===== config.mk =====
export PLATFORM = sky130hd
export DESIGN_NAME = zvs_full_bridge_pwm_sequencer
export DESIGN_NICKNAME = d
export VERILOG_FILES = /design/src/osc_timebase.v /design/src/zvs_full_bridge_pwm_sequencer.v
export VERILOG_INCLUDE_DIRS = /design/src
export SDC_FILE = /design/constraint.sdc
export NUM_CORES = 1
export LEC_CHECK = 0
export BUFFER_PORTS_ARGS = -buffer_cell sky130_fd_sc_hd__buf_2
export CAP_MARGIN = 20
export CORE_MARGIN = 3
export CORE_UTILIZATION = 60
export CTS_CLUSTER_DIAMETER = 30
export DETAILED_ROUTE_END_ITERATION = 12
export PLACE_DENSITY = 0.84
export SYNTH_ARGS = -nofsm -noshare
export SYNTH_HDL_FRONTEND = slang
export SYNTH_SLANG_ARGS = --single-unit

===== constraint.sdc =====
create_clock -name ref_clk -period 6.6 [get_ports ref_clk]
set_input_delay 1.98 -clock ref_clk [delete_from_list [all_inputs] [get_ports ref_clk]]
set_output_delay 1.98 -clock ref_clk [all_outputs]
set_load 0.01 [all_outputs]

===== src/zvs_consts.vh =====
`ifndef ZVS_CONSTS_VH
`define ZVS_CONSTS_VH
// ****************************************
// Oscillator defaults, in ref_clk cycles
// ****************************************
`define CHARGE_CYCLES_DEFAULT 16'd40
`define DISCHARGE_CYCLES_DEFAULT 16'd4
// Resonant delay control full scale: 2.00 V maps to this code
`define RESONANT_DELAY_CTRL_FULL_SCALE 8'hff
// Fastest switching: 2 MHz oscillator at 40 MHz clock
`define REF_CLK_KHZ 40000
`define MAX_OSC_KHZ 2000
`define MIN_PERIOD_CYCLES (`REF_CLK_KHZ / `MAX_OSC_KHZ)
`endif


===== src/osc_timebase.v =====
`timescale 1ns/1ps
`include "zvs_consts.vh"
// ****************************************
// Charge/discharge oscillator timebase
// ****************************************
module osc_timebase #(
	parameter W = 16
) (
	ref_clk,
	srst,
	charge_cycles,
	discharge_cycles,
	charging,
	period_start,
	discharge_start,
	phase_count
);
	input wire ref_clk;
	input wire srst;
	input wire [W-1:0] charge_cycles;
	input wire [W-1:0] discharge_cycles;
	output reg charging;
	output wire period_start;
	output wire discharge_start;
	output reg [W-1:0] phase_count;

	// Floor on the charge phase, one cycle left for discharge
	localparam [31:0] min_charge_word = `MIN_PERIOD_CYCLES - 1;

	wire [W-1:0] min_charge;
	wire [W-1:0] charge_len;
	wire [W-1:0] dis_len;
	wire phase_end;

	assign min_charge = min_charge_word[W-1:0];
	// Clamp so the period never undercuts the fastest allowed rate
	assign charge_len = (charge_cycles < min_charge) ? min_charge : charge_cycles;
	assign dis_len = (discharge_cycles == {W{1'b0}}) ? {{(W-1){1'b0}}, 1'b1} : discharge_cycles;
	assign phase_end = charging ? (phase_count >= charge_len - 1'b1) : (phase_count >= dis_len - 1'b1);
	assign period_start = phase_end & ~charging;
	assign discharge_start = phase_end & charging;

	always @(posedge ref_clk) begin
		if (srst) begin
			charging <= 1'b1;
			phase_count <= {W{1'b0}};
		end else if (phase_end) begin
			charging <= ~charging;
			phase_count <= {W{1'b0}};
		end else begin
			phase_count <= phase_count + 1'b1;
		end
	end
endmodule


===== src/zvs_full_bridge_pwm_sequencer.v =====
`timescale 1ns/1ps
`include "zvs_consts.vh"
// Function
// - Upper outputs alternate at fixed half duty
// - Lower outputs modulated, alternating, one per half
// - Resonant delay is control fraction of deadtime
// - Deadtime equals oscillator discharge phase
// - Period is charge phase then discharge phase
// - Full switching cycle spans two oscillator periods
// - Oscillator rate programmable up to 2 MHz
// - Compare sense input against overcurrent threshold
// - Overcurrent ends pulse, no latched shutdown
// - Clamp sense input after each lower pulse
// - Discharge ramp input after each pulse
// - Ramp above error ends lower pulse
// - Soft-start level widens allowed pulse
// - Error limited to soft-start until exceeded
// - Inhibit input forces outputs low and restarts soft-start
// - Undervoltage lockout holds outputs off
module zvs_full_bridge_pwm_sequencer #(
	parameter W = 16,
	parameter DW = 8
) (
	ref_clk,
	srst,
	charge_cycles,
	deadtime_cycles,
	resonant_delay_ctrl,
	error_voltage_in,
	soft_start_level,
	ramp_level,
	overcurrent_cmp,
	inhibit_cmp,
	undervoltage_lockout,
	upper_left_drive,
	upper_right_drive,
	lower_left_drive,
	lower_right_drive,
	sense_clamp,
	ramp_discharge,
	soft_start_active
);
	input wire ref_clk;
	input wire srst;
	input wire [W-1:0] charge_cycles;
	input wire [W-1:0] deadtime_cycles;
	input wire [DW-1:0] resonant_delay_ctrl;
	input wire [W-1:0] error_voltage_in;
	input wire [W-1:0] soft_start_level;
	input wire [W-1:0] ramp_level;
	input wire overcurrent_cmp;
	input wire inhibit_cmp;
	input wire undervoltage_lockout;
	output reg upper_left_drive;
	output reg upper_right_drive;
	output reg lower_left_drive;
	output reg lower_right_drive;
	output reg sense_clamp;
	output reg ramp_discharge;
	output reg soft_start_active;

	// ****************************************
	// Pin synchronisers
	// ****************************************
	reg oc_meta_reg, oc_reg, inh_meta_reg, inh_reg, uv_meta_reg, uv_reg;
	always @(posedge ref_clk) begin
		if (srst) begin
			oc_meta_reg <= 1'b0;
			oc_reg <= 1'b0;
			inh_meta_reg <= 1'b1;
			inh_reg <= 1'b1;
			uv_meta_reg <= 1'b1;
			uv_reg <= 1'b1;
		end else begin
			oc_meta_reg <= overcurrent_cmp;
			oc_reg <= oc_meta_reg;
			inh_meta_reg <= inhibit_cmp;
			inh_reg <= inh_meta_reg;
			uv_meta_reg <= undervoltage_lockout;
			uv_reg <= uv_meta_reg;
		end
	end

	// ****************************************
	// Oscillator
	// ****************************************
	wire charging, period_start, discharge_start;
	wire [W-1:0] phase_count;
	osc_timebase #(.W(W)) u_osc (
		.ref_clk(ref_clk),
		.srst(srst),
		.charge_cycles(charge_cycles),
		.discharge_cycles(deadtime_cycles),
		.charging(charging),
		.period_start(period_start),
		.discharge_start(discharge_start),
		.phase_count(phase_count)
	);

	// ****************************************
	// Sampled analog values, once per period; ramp sampled every cycle
	// ****************************************
	reg [W-1:0] err_reg, ss_reg, ramp_reg, dead_reg;
	reg [DW-1:0] resonant_delay_ctrl_reg;
	always @(posedge ref_clk) begin
		if (srst) begin
			err_reg <= {W{1'b0}};
			ss_reg <= {W{1'b0}};
			dead_reg <= {W{1'b0}};
			resonant_delay_ctrl_reg <= {DW{1'b0}};
		end else if (period_start) begin
			err_reg <= error_voltage_in;
			ss_reg <= soft_start_level;
			dead_reg <= deadtime_cycles;
			resonant_delay_ctrl_reg <= resonant_delay_ctrl;
		end
	end
	always @(posedge ref_clk) begin
		if (srst) begin
			ramp_reg <= {W{1'b0}};
		end else begin
			ramp_reg <= ramp_level;
		end
	end

	// Soft-start caps the effective error level
	wire [W-1:0] eff_err;
	assign eff_err = (ss_reg < err_reg) ? ss_reg : err_reg;

	always @(posedge ref_clk) begin
		if (srst) begin
			soft_start_active <= 1'b1;
		end else if (inh_reg | uv_reg) begin
			soft_start_active <= 1'b1;
		end else if (period_start & (ss_reg > err_reg)) begin
			soft_start_active <= 1'b0;
		end
	end

	// Resonant delay = deadtime * ctrl / 256, truncated
	wire [W+DW-1:0] delay_prod;
	wire [W-1:0] res_delay;
	assign delay_prod = dead_reg * resonant_delay_ctrl_reg;
	assign res_delay = delay_prod[W+DW-1:DW];

	// ****************************************
	// Bridge sequencing
	// ****************************************
	wire outputs_off;
	assign outputs_off = inh_reg | uv_reg;

	reg side_reg;      // 0: left upper active
	reg pulse_armed_reg;
	reg pulse_on_reg;
	reg [W-1:0] delay_cnt_reg;
	reg delay_wait_reg;

	always @(posedge ref_clk) begin
		if (srst) begin
			side_reg <= 1'b0;
		end else if (period_start) begin
			side_reg <= ~side_reg;
		end
	end

	wire pulse_end;
	assign pulse_end = pulse_on_reg & (oc_reg | (ramp_reg > eff_err) | discharge_start);

	always @(posedge ref_clk) begin
		if (srst) begin
			pulse_on_reg <= 1'b0;
			delay_wait_reg <= 1'b0;
			delay_cnt_reg <= {W{1'b0}};
			pulse_armed_reg <= 1'b0;
		end else if (outputs_off) begin
			pulse_on_reg <= 1'b0;
			delay_wait_reg <= 1'b0;
			pulse_armed_reg <= 1'b0;
		end else if (period_start) begin
			pulse_on_reg <= 1'b0;
			pulse_armed_reg <= 1'b1;
			delay_wait_reg <= (res_delay != {W{1'b0}});
			delay_cnt_reg <= res_delay;
		end else if (delay_wait_reg) begin
			if (delay_cnt_reg <= {{(W-1){1'b0}}, 1'b1}) begin
				delay_wait_reg <= 1'b0;
			end
			delay_cnt_reg <= delay_cnt_reg - 1'b1;
		end else if (pulse_armed_reg & charging) begin
			// One lower pulse per half-cycle
			pulse_on_reg <= 1'b1;
			pulse_armed_reg <= 1'b0;
		end else if (pulse_end) begin
			pulse_on_reg <= 1'b0;
		end
	end

	// ****************************************
	// Registered drive outputs
	// ****************************************
	always @(posedge ref_clk) begin
		if (srst | outputs_off) begin
			upper_left_drive <= 1'b0;
			upper_right_drive <= 1'b0;
			lower_left_drive <= 1'b0;
			lower_right_drive <= 1'b0;
		end else begin
			upper_left_drive <= ~side_reg;
			upper_right_drive <= side_reg;
			// Diagonal pair: lower on side opposite upper
			lower_right_drive <= pulse_on_reg & ~pulse_end & ~side_reg;
			lower_left_drive <= pulse_on_reg & ~pulse_end & side_reg;
		end
	end

	// Clamp sense and ramp whenever no pulse is live
	// Forced-off counts too: a pulse cut by inhibit must still discharge
	always @(posedge ref_clk) begin
		if (srst) begin
			sense_clamp <= 1'b1;
			ramp_discharge <= 1'b1;
		end else begin
			sense_clamp <= ~pulse_on_reg | pulse_end | outputs_off;
			ramp_discharge <= ~pulse_on_reg | pulse_end | outputs_off;
		end
	end
endmodule


Word level (Yosys, flattened, before mapping)
Index checks and enable logic that the tools add are counted.
{"block": "word_totals", "register_bits": 121, "input_bits": 93, "output_inout_bits": 7, "word_cells": 82}
{"block": "op_classes", "add_sub_neg": 4, "mul": 1, "n_lt_le_gt_ge": 7, "n_eq_ne": 1, "n_mux": 14, "n_bitwise": 20, "reduce_logical": 11}
{"op": "$mux 16", "n": 5}
{"op": "$sub 16x1->16 const B", "n": 3}
{"op": "$ge 16x16->1", "n": 2}
{"op": "$gt 16x16->1", "n": 2}
{"op": "$mul 16x8->24", "n": 1}
{"op": "$add 16x1->16 const B", "n": 1}
{"op": "$le 16x1->1 const B", "n": 1}
{"op": "$logic_not 16->1", "n": 1}
{"op": "$lt 16x16->1", "n": 1}
{"op": "$lt 16x5->1 const B", "n": 1}
{"op": "$reduce_bool 16->1", "n": 1}
{"op": "$mux 1", "n": 9}
{"op": "$and 1x1->1", "n": 8}
{"op": "$not 1->1", "n": 6}
{"op": "$or 1x1->1", "n": 6}
{"op": "$reduce_and 2->1", "n": 3}
{"op": "$reduce_bool 2->1", "n": 3}
{"op": "$reduce_or 2->1", "n": 2}
{"op": "$reduce_or 3->1", "n": 1}
{"op": "$ne 2x2->1 const B", "n": 1}

Logic depth before layout (Yosys ltp)
{"block": "logic_depth", "depth_word": 11, "mapped_depth": 22, "mapped_depth_nobuf": 20}

By module
Synthesis repeated with hierarchy kept, for this count alone.
{"block": "unflattened", "hier_cells": 1230, "hier_area_um2": 10945.5}
{"module": "zvs_full_bridge_pwm_sequencer", "instances": 1, "cells_each": 982, "area_per_inst_um2": 8948.6, "seq_area_each_um2": 2082.0}
{"module": "osc_timebase", "instances": 1, "cells_each": 248, "area_per_inst_um2": 1996.9, "seq_area_each_um2": 340.3}

Worst setup path after synthesis
OpenSTA, ideal clock, no wires.
{"block": "synth_timing", "path_kind": "input -> register", "startpoint": "input port deadtime_cycles[8]", "endpoint": "register delay_cnt_reg[3]", "t_arrival_ns": 5.653, "required_time_ns": 6.505, "setup_slack_ns": 0.851, "path_stages": 20, "cell_sequence": "or4_1 -> nor4_1 -> nand3_1 -> nor3_1 -> nor2_1 -> ha_1 -> nand2b_1 -> or3_1 -> nor3_1 -> xnor2_1 -> ha_1 -> o21a_1 -> o21ai_0 -> a21oi_1 -> o2111ai_1 -> o21a_1 -> o31ai_1 -> buf_2 -> o21ai_0 -> a221oi_1"}
{"block": "synth_between", "elab_chain_len": 8, "elab_cells_between_ends": 9}
{"element": "from (decl)", "line_no": "zvs_full_bridge_pwm_sequencer.v:46", "source": "input wire [W-1:0] deadtime_cycles;"}
{"element": "$logic_not 16->1", "line_no": "osc_timebase.v:38", "source": "assign dis_len = (discharge_cycles == {W{1'b0}}) ? {{(W-1){1'b0}}, 1'b1} : discharge_cycles;"}
{"element": "$mux 16 (*)", "line_no": "osc_timebase.v:38"}
{"element": "$sub 16x1->16 (*)", "line_no": "osc_timebase.v:39", "source": "assign phase_end = charging ? (phase_count >= charge_len - 1'b1) : (phase_count >= dis_len - 1'b1);"}
{"element": "$ge 16x16->1 (*)", "line_no": "osc_timebase.v:39"}
{"element": "$mux 1 (*)", "line_no": "osc_timebase.v:39"}
{"element": "$and 1x1->1 (*)", "line_no": "osc_timebase.v:40", "source": "assign period_start = phase_end & ~charging;"}
{"element": "$reduce_bool 2->1 (no source line)"}
{"element": "$reduce_and 2->1 (no source line)"}
{"element": "to (signal assigned)", "line_no": "zvs_full_bridge_pwm_sequencer.v:173", "source": "delay_cnt_reg <= {W{1'b0}};"}
{"element": "to (signal assigned)", "line_no": "zvs_full_bridge_pwm_sequencer.v:183", "source": "delay_cnt_reg <= res_delay;"}
{"element": "to (signal assigned)", "line_no": "zvs_full_bridge_pwm_sequencer.v:188", "source": "delay_cnt_reg <= delay_cnt_reg - 1'b1;"}
{"element": "to (decl)", "line_no": "zvs_full_bridge_pwm_sequencer.v:155", "source": "reg [W-1:0] delay_cnt_reg;"}
Mark *: on every way between the ends. The rest lies on a longest branch, timed or not.
A chain may end at the register's enable or synchronous reset.

Worst setup path after layout
{"block": "layout_timing", "startpoint": "input port deadtime_cycles[8]", "endpoint": "register delay_cnt_reg[7]"}
Same word-level chain as after synthesis.

==> flow_summary.ini <==
[status]
status = finished, final reports clean

[power_and_ir_drop]
pwr-share-comb_pct = 6.8
sequentialPowerShare_pct = 42.4
power_density_nw_per_um2 = 145
switchingPower_uw = 418
p_leak_nw = 5.48
internal_power_mw = 1.34
peakVddDrop_v = 0.000155
clkPwrFrac_pct = 50.7
switching_share_pct = 23.8

[sta]
tns_ns = 0
finalSetupViolCount = 0
slew_violations = 0
period_share_pct = 91.9
fmax_ghz = 0.165
rsz0062_at_grt = no
slew_headroom_pct = 30.5
hold_violations = 0
post-route-min-period_ns = 6.07
worst_slew_pin_slew_ns = 1.04
fin_skew_ns = 0.00964

[yosys]
ys_seq_elements = 121
syn_area_um2 = 10900
ys_warn_count = 0
synth_edf_count = 0
synth_top_flop_cell = dfxtp_1
ys_top_cells_by_area = dfxtp_1 22%, fa_1 15%, ha_1 13%, nand2_1 7.6%, a21oi_1 5.3%
async_reset_ff_share_pct = 0
yosysSeqAreaShare_pct = 22.3
syn_nets = 1613
ys_types = 70
synth_top_cell_by_area = dfxtp_1
netlist_instances = 1327
synthDominantCellAreaShare_pct = 22.3
synth.avg_cell_area_um2 = 8.18

[route]
wire_per_inst_um = 16.1
routed_wl_um = 26500
drt_iter0_markers = 834
drc = 0
vias_per_cell = 5.77
postRouteAntennaNets = 0
dr.pass1.iters = 5
via_count = 9482

[cts]
max-clock-path-buffers = 2
clk_pin_slew_ns = 0.06
postCtsHoldBufs = 0
cts_tree = done
post_cts_resized = 0
cts-buffers-inserted = 17
cts_max_level = 4
cts-root-buf = clkbuf_16
clk_latency_ns = 0.41
numClockSinks = 121
cts_setup_buffers = 0

[grt]
grt_pass1_wl_um = 45100
overflow = 0
antenna_found_initial = 0
grt.total_usage_pct = 27.4
grt_start_max_net_pins = 103
first_global_vias = 9667

[critical_path]
startpoint_type = input pin
critical_path_required_ns = 6.90
arrival_ns = 6.37
path_class = in2reg
critPathMaxFanout = 10
worstSetupEndpointType = flip-flop

[finish]
finish.net_count = 1691
area_delta_synth_final_pct = 11.7
utilization_pct = 69.3
num-fill-cells = 1391
diodes = 0
fin_cells = 1643
layout-drive-gt1-share_pct = 11.8

[die]
die-area_um2 = 19700
die-height_um = 140
rows = 48
pin_count = 100
core-area_um2 = 17500
start_util_pct = 62.1
die_x_um = 140

[min_path]
hold_path_class = reg2reg

[place]
port_buffers = 99
place.gp.congestion = 0.940
numPlacedInstances = 1611
dp_hpwl_um = 20200

[job]
maxCapViolations = 0
==> worst max-delay path, cell delays in order <==
cell and delay, ns:
buf_2 0.14, or4_1 0.60, nor4_1 0.32, nand3_1 0.14, nor3_1 0.14, nor2_1 0.08
ha_1 0.20, nand2b_1 0.12, or3_1 0.18, nor3_1 0.07, xnor2_1 0.19, ha_1 0.28
o21a_1 0.12, o21ai_0 0.18, a21oi_1 0.11, a221oi_1 0.36, o21ai_1 0.25, buf_4 0.24
a211oi_1 0.34, a32oi_1 0.17, o32ai_1 0.16
==> Yosys cell counts (8+ instances only) <==
master    number
nand2_1      220
inv_1        150
dfxtp_1      121
a21oi_1      116
ha_1         110
fa_1          83
and2_1        78
nor2_1        53
clkbuf_1      38
xnor2_1       35
o21ai_0       34
nor2b_1       27
a21o_1        21
mux2i_1       20
nor3_1        18
xor2_1        18
nand3_1       17
nand4_1       14
o21a_1        11
buf_2         10
nor4_1         9
a211oi_1       8
a221oi_1       8
a31oi_1        8
==> layer usage <==
layer  track usage (%)  share of wire [%]  vias to the layer above
li1                  -                  -                     4583
met1              34.5                 43                     4577
met2              47.4                 49                      273
met3              4.98                5.5                       49
met4              9.38                2.3                        0
met5                 0                  0                        -
==> stage by stage <==
| step | power (mW) | cell area [µm²] | worst slack [ns] | hold slack, ns |
|---|---|---|---|---|
| floorplan | 0.825 | 10900 | 0.851 | 0.389 |
| global placement | 0.876 | 11500 | 0.387 | 0.393 |
| detailed placement | 0.880 | 11500 | 0.241 | 0.399 |
| CTS | 1.76 | 12100 | 0.660 | 0.416 |
| global route | 1.81 | 12100 | 0.173 | 0.435 |
| finish | 1.76 | 12100 | 0.533 | 0.412 |
==> power groups by stage <==
stage | Combinational, mW | Clock [mW] | Sequential [mW]
2_1_floorplan | 0.0655 | 0 | 0.759
3_3_place_gp | 0.116 | 0 | 0.761
3_5_place_dp | 0.119 | 0 | 0.761
4_1_cts | 0.119 | 0.899 | 0.745
5_1_grt | 0.135 | 0.929 | 0.746
6_report | 0.120 | 0.891 | 0.745
==> area by class of cell <==
type | count | area (µm²) | area share [%]
clock inverters | 12 | 115 | 0.950
clock buffers | 20 | 457 | 3.77
flip-flops and latches | 121 | 2420 | 20.0
well taps | 225 | 282 | 2.32
multi-input cells | 1002 | 7660 | 63.2
inverters | 150 | 563 | 4.65
repair buffers | 113 | 616 | 5.08
==> cell usage in the layout (no fill, tap or decap), types with 11 or more instances in the layout <==
cell type,netlist,routed
a21o_1,21,21
a21oi_1,116,116
and2_1,78,78
buf_2,10,98
buf_4,4,14
clkbuf_16,0,17
dfxtp_1,121,121
fa_1,83,83
ha_1,110,110
inv_1,150,150
mux2i_1,20,20
nand2_1,220,219
nand3_1,17,17
nand4_1,14,14
nor2_1,53,52
nor2b_1,27,27
nor3_1,18,18
o21a_1,11,11
o21ai_0,34,34
xnor2_1,35,35
xor2_1,18,18
==> worst paths after layout <==
| path | cells after the start | slack, ns | endpoint | startpoint |
|---|---|---|---|---|
| hold reg to reg | 1 | 0.41 | inh_reg$_SDFF_PP1_ | inh_meta_reg$_SDFF_PP1_ |
| hold / removal | 1 | 0.41 | inh_reg$_SDFF_PP1_ | inh_meta_reg$_SDFF_PP1_ |
| setup / recovery | 21 | 0.53 | delay_cnt_reg[7]$_SDFFE_PP0P_ | deadtime_cycles[8] |
| setup reg to reg | 17 | 0.84 | delay_wait_reg$_SDFF_PP0_ | resonant_delay_ctrl_reg[7]$_SDFFE_PP0P_ |
==> logic make-up (layout without fill, tap and decap cells) <==
kind of cell	count (synthesis)	in the layout	synth area share, %
flops	121	121	22.3
xor+xnor	53	53	4.28
buf+inv	204	295	7.31
compound gates	253	253	14.5
simple gates	481	481	21.5
fa+ha+maj	193	193	28.0
mux	22	22	2.05
Note: power is estimated with default switching activity, not from simulation.
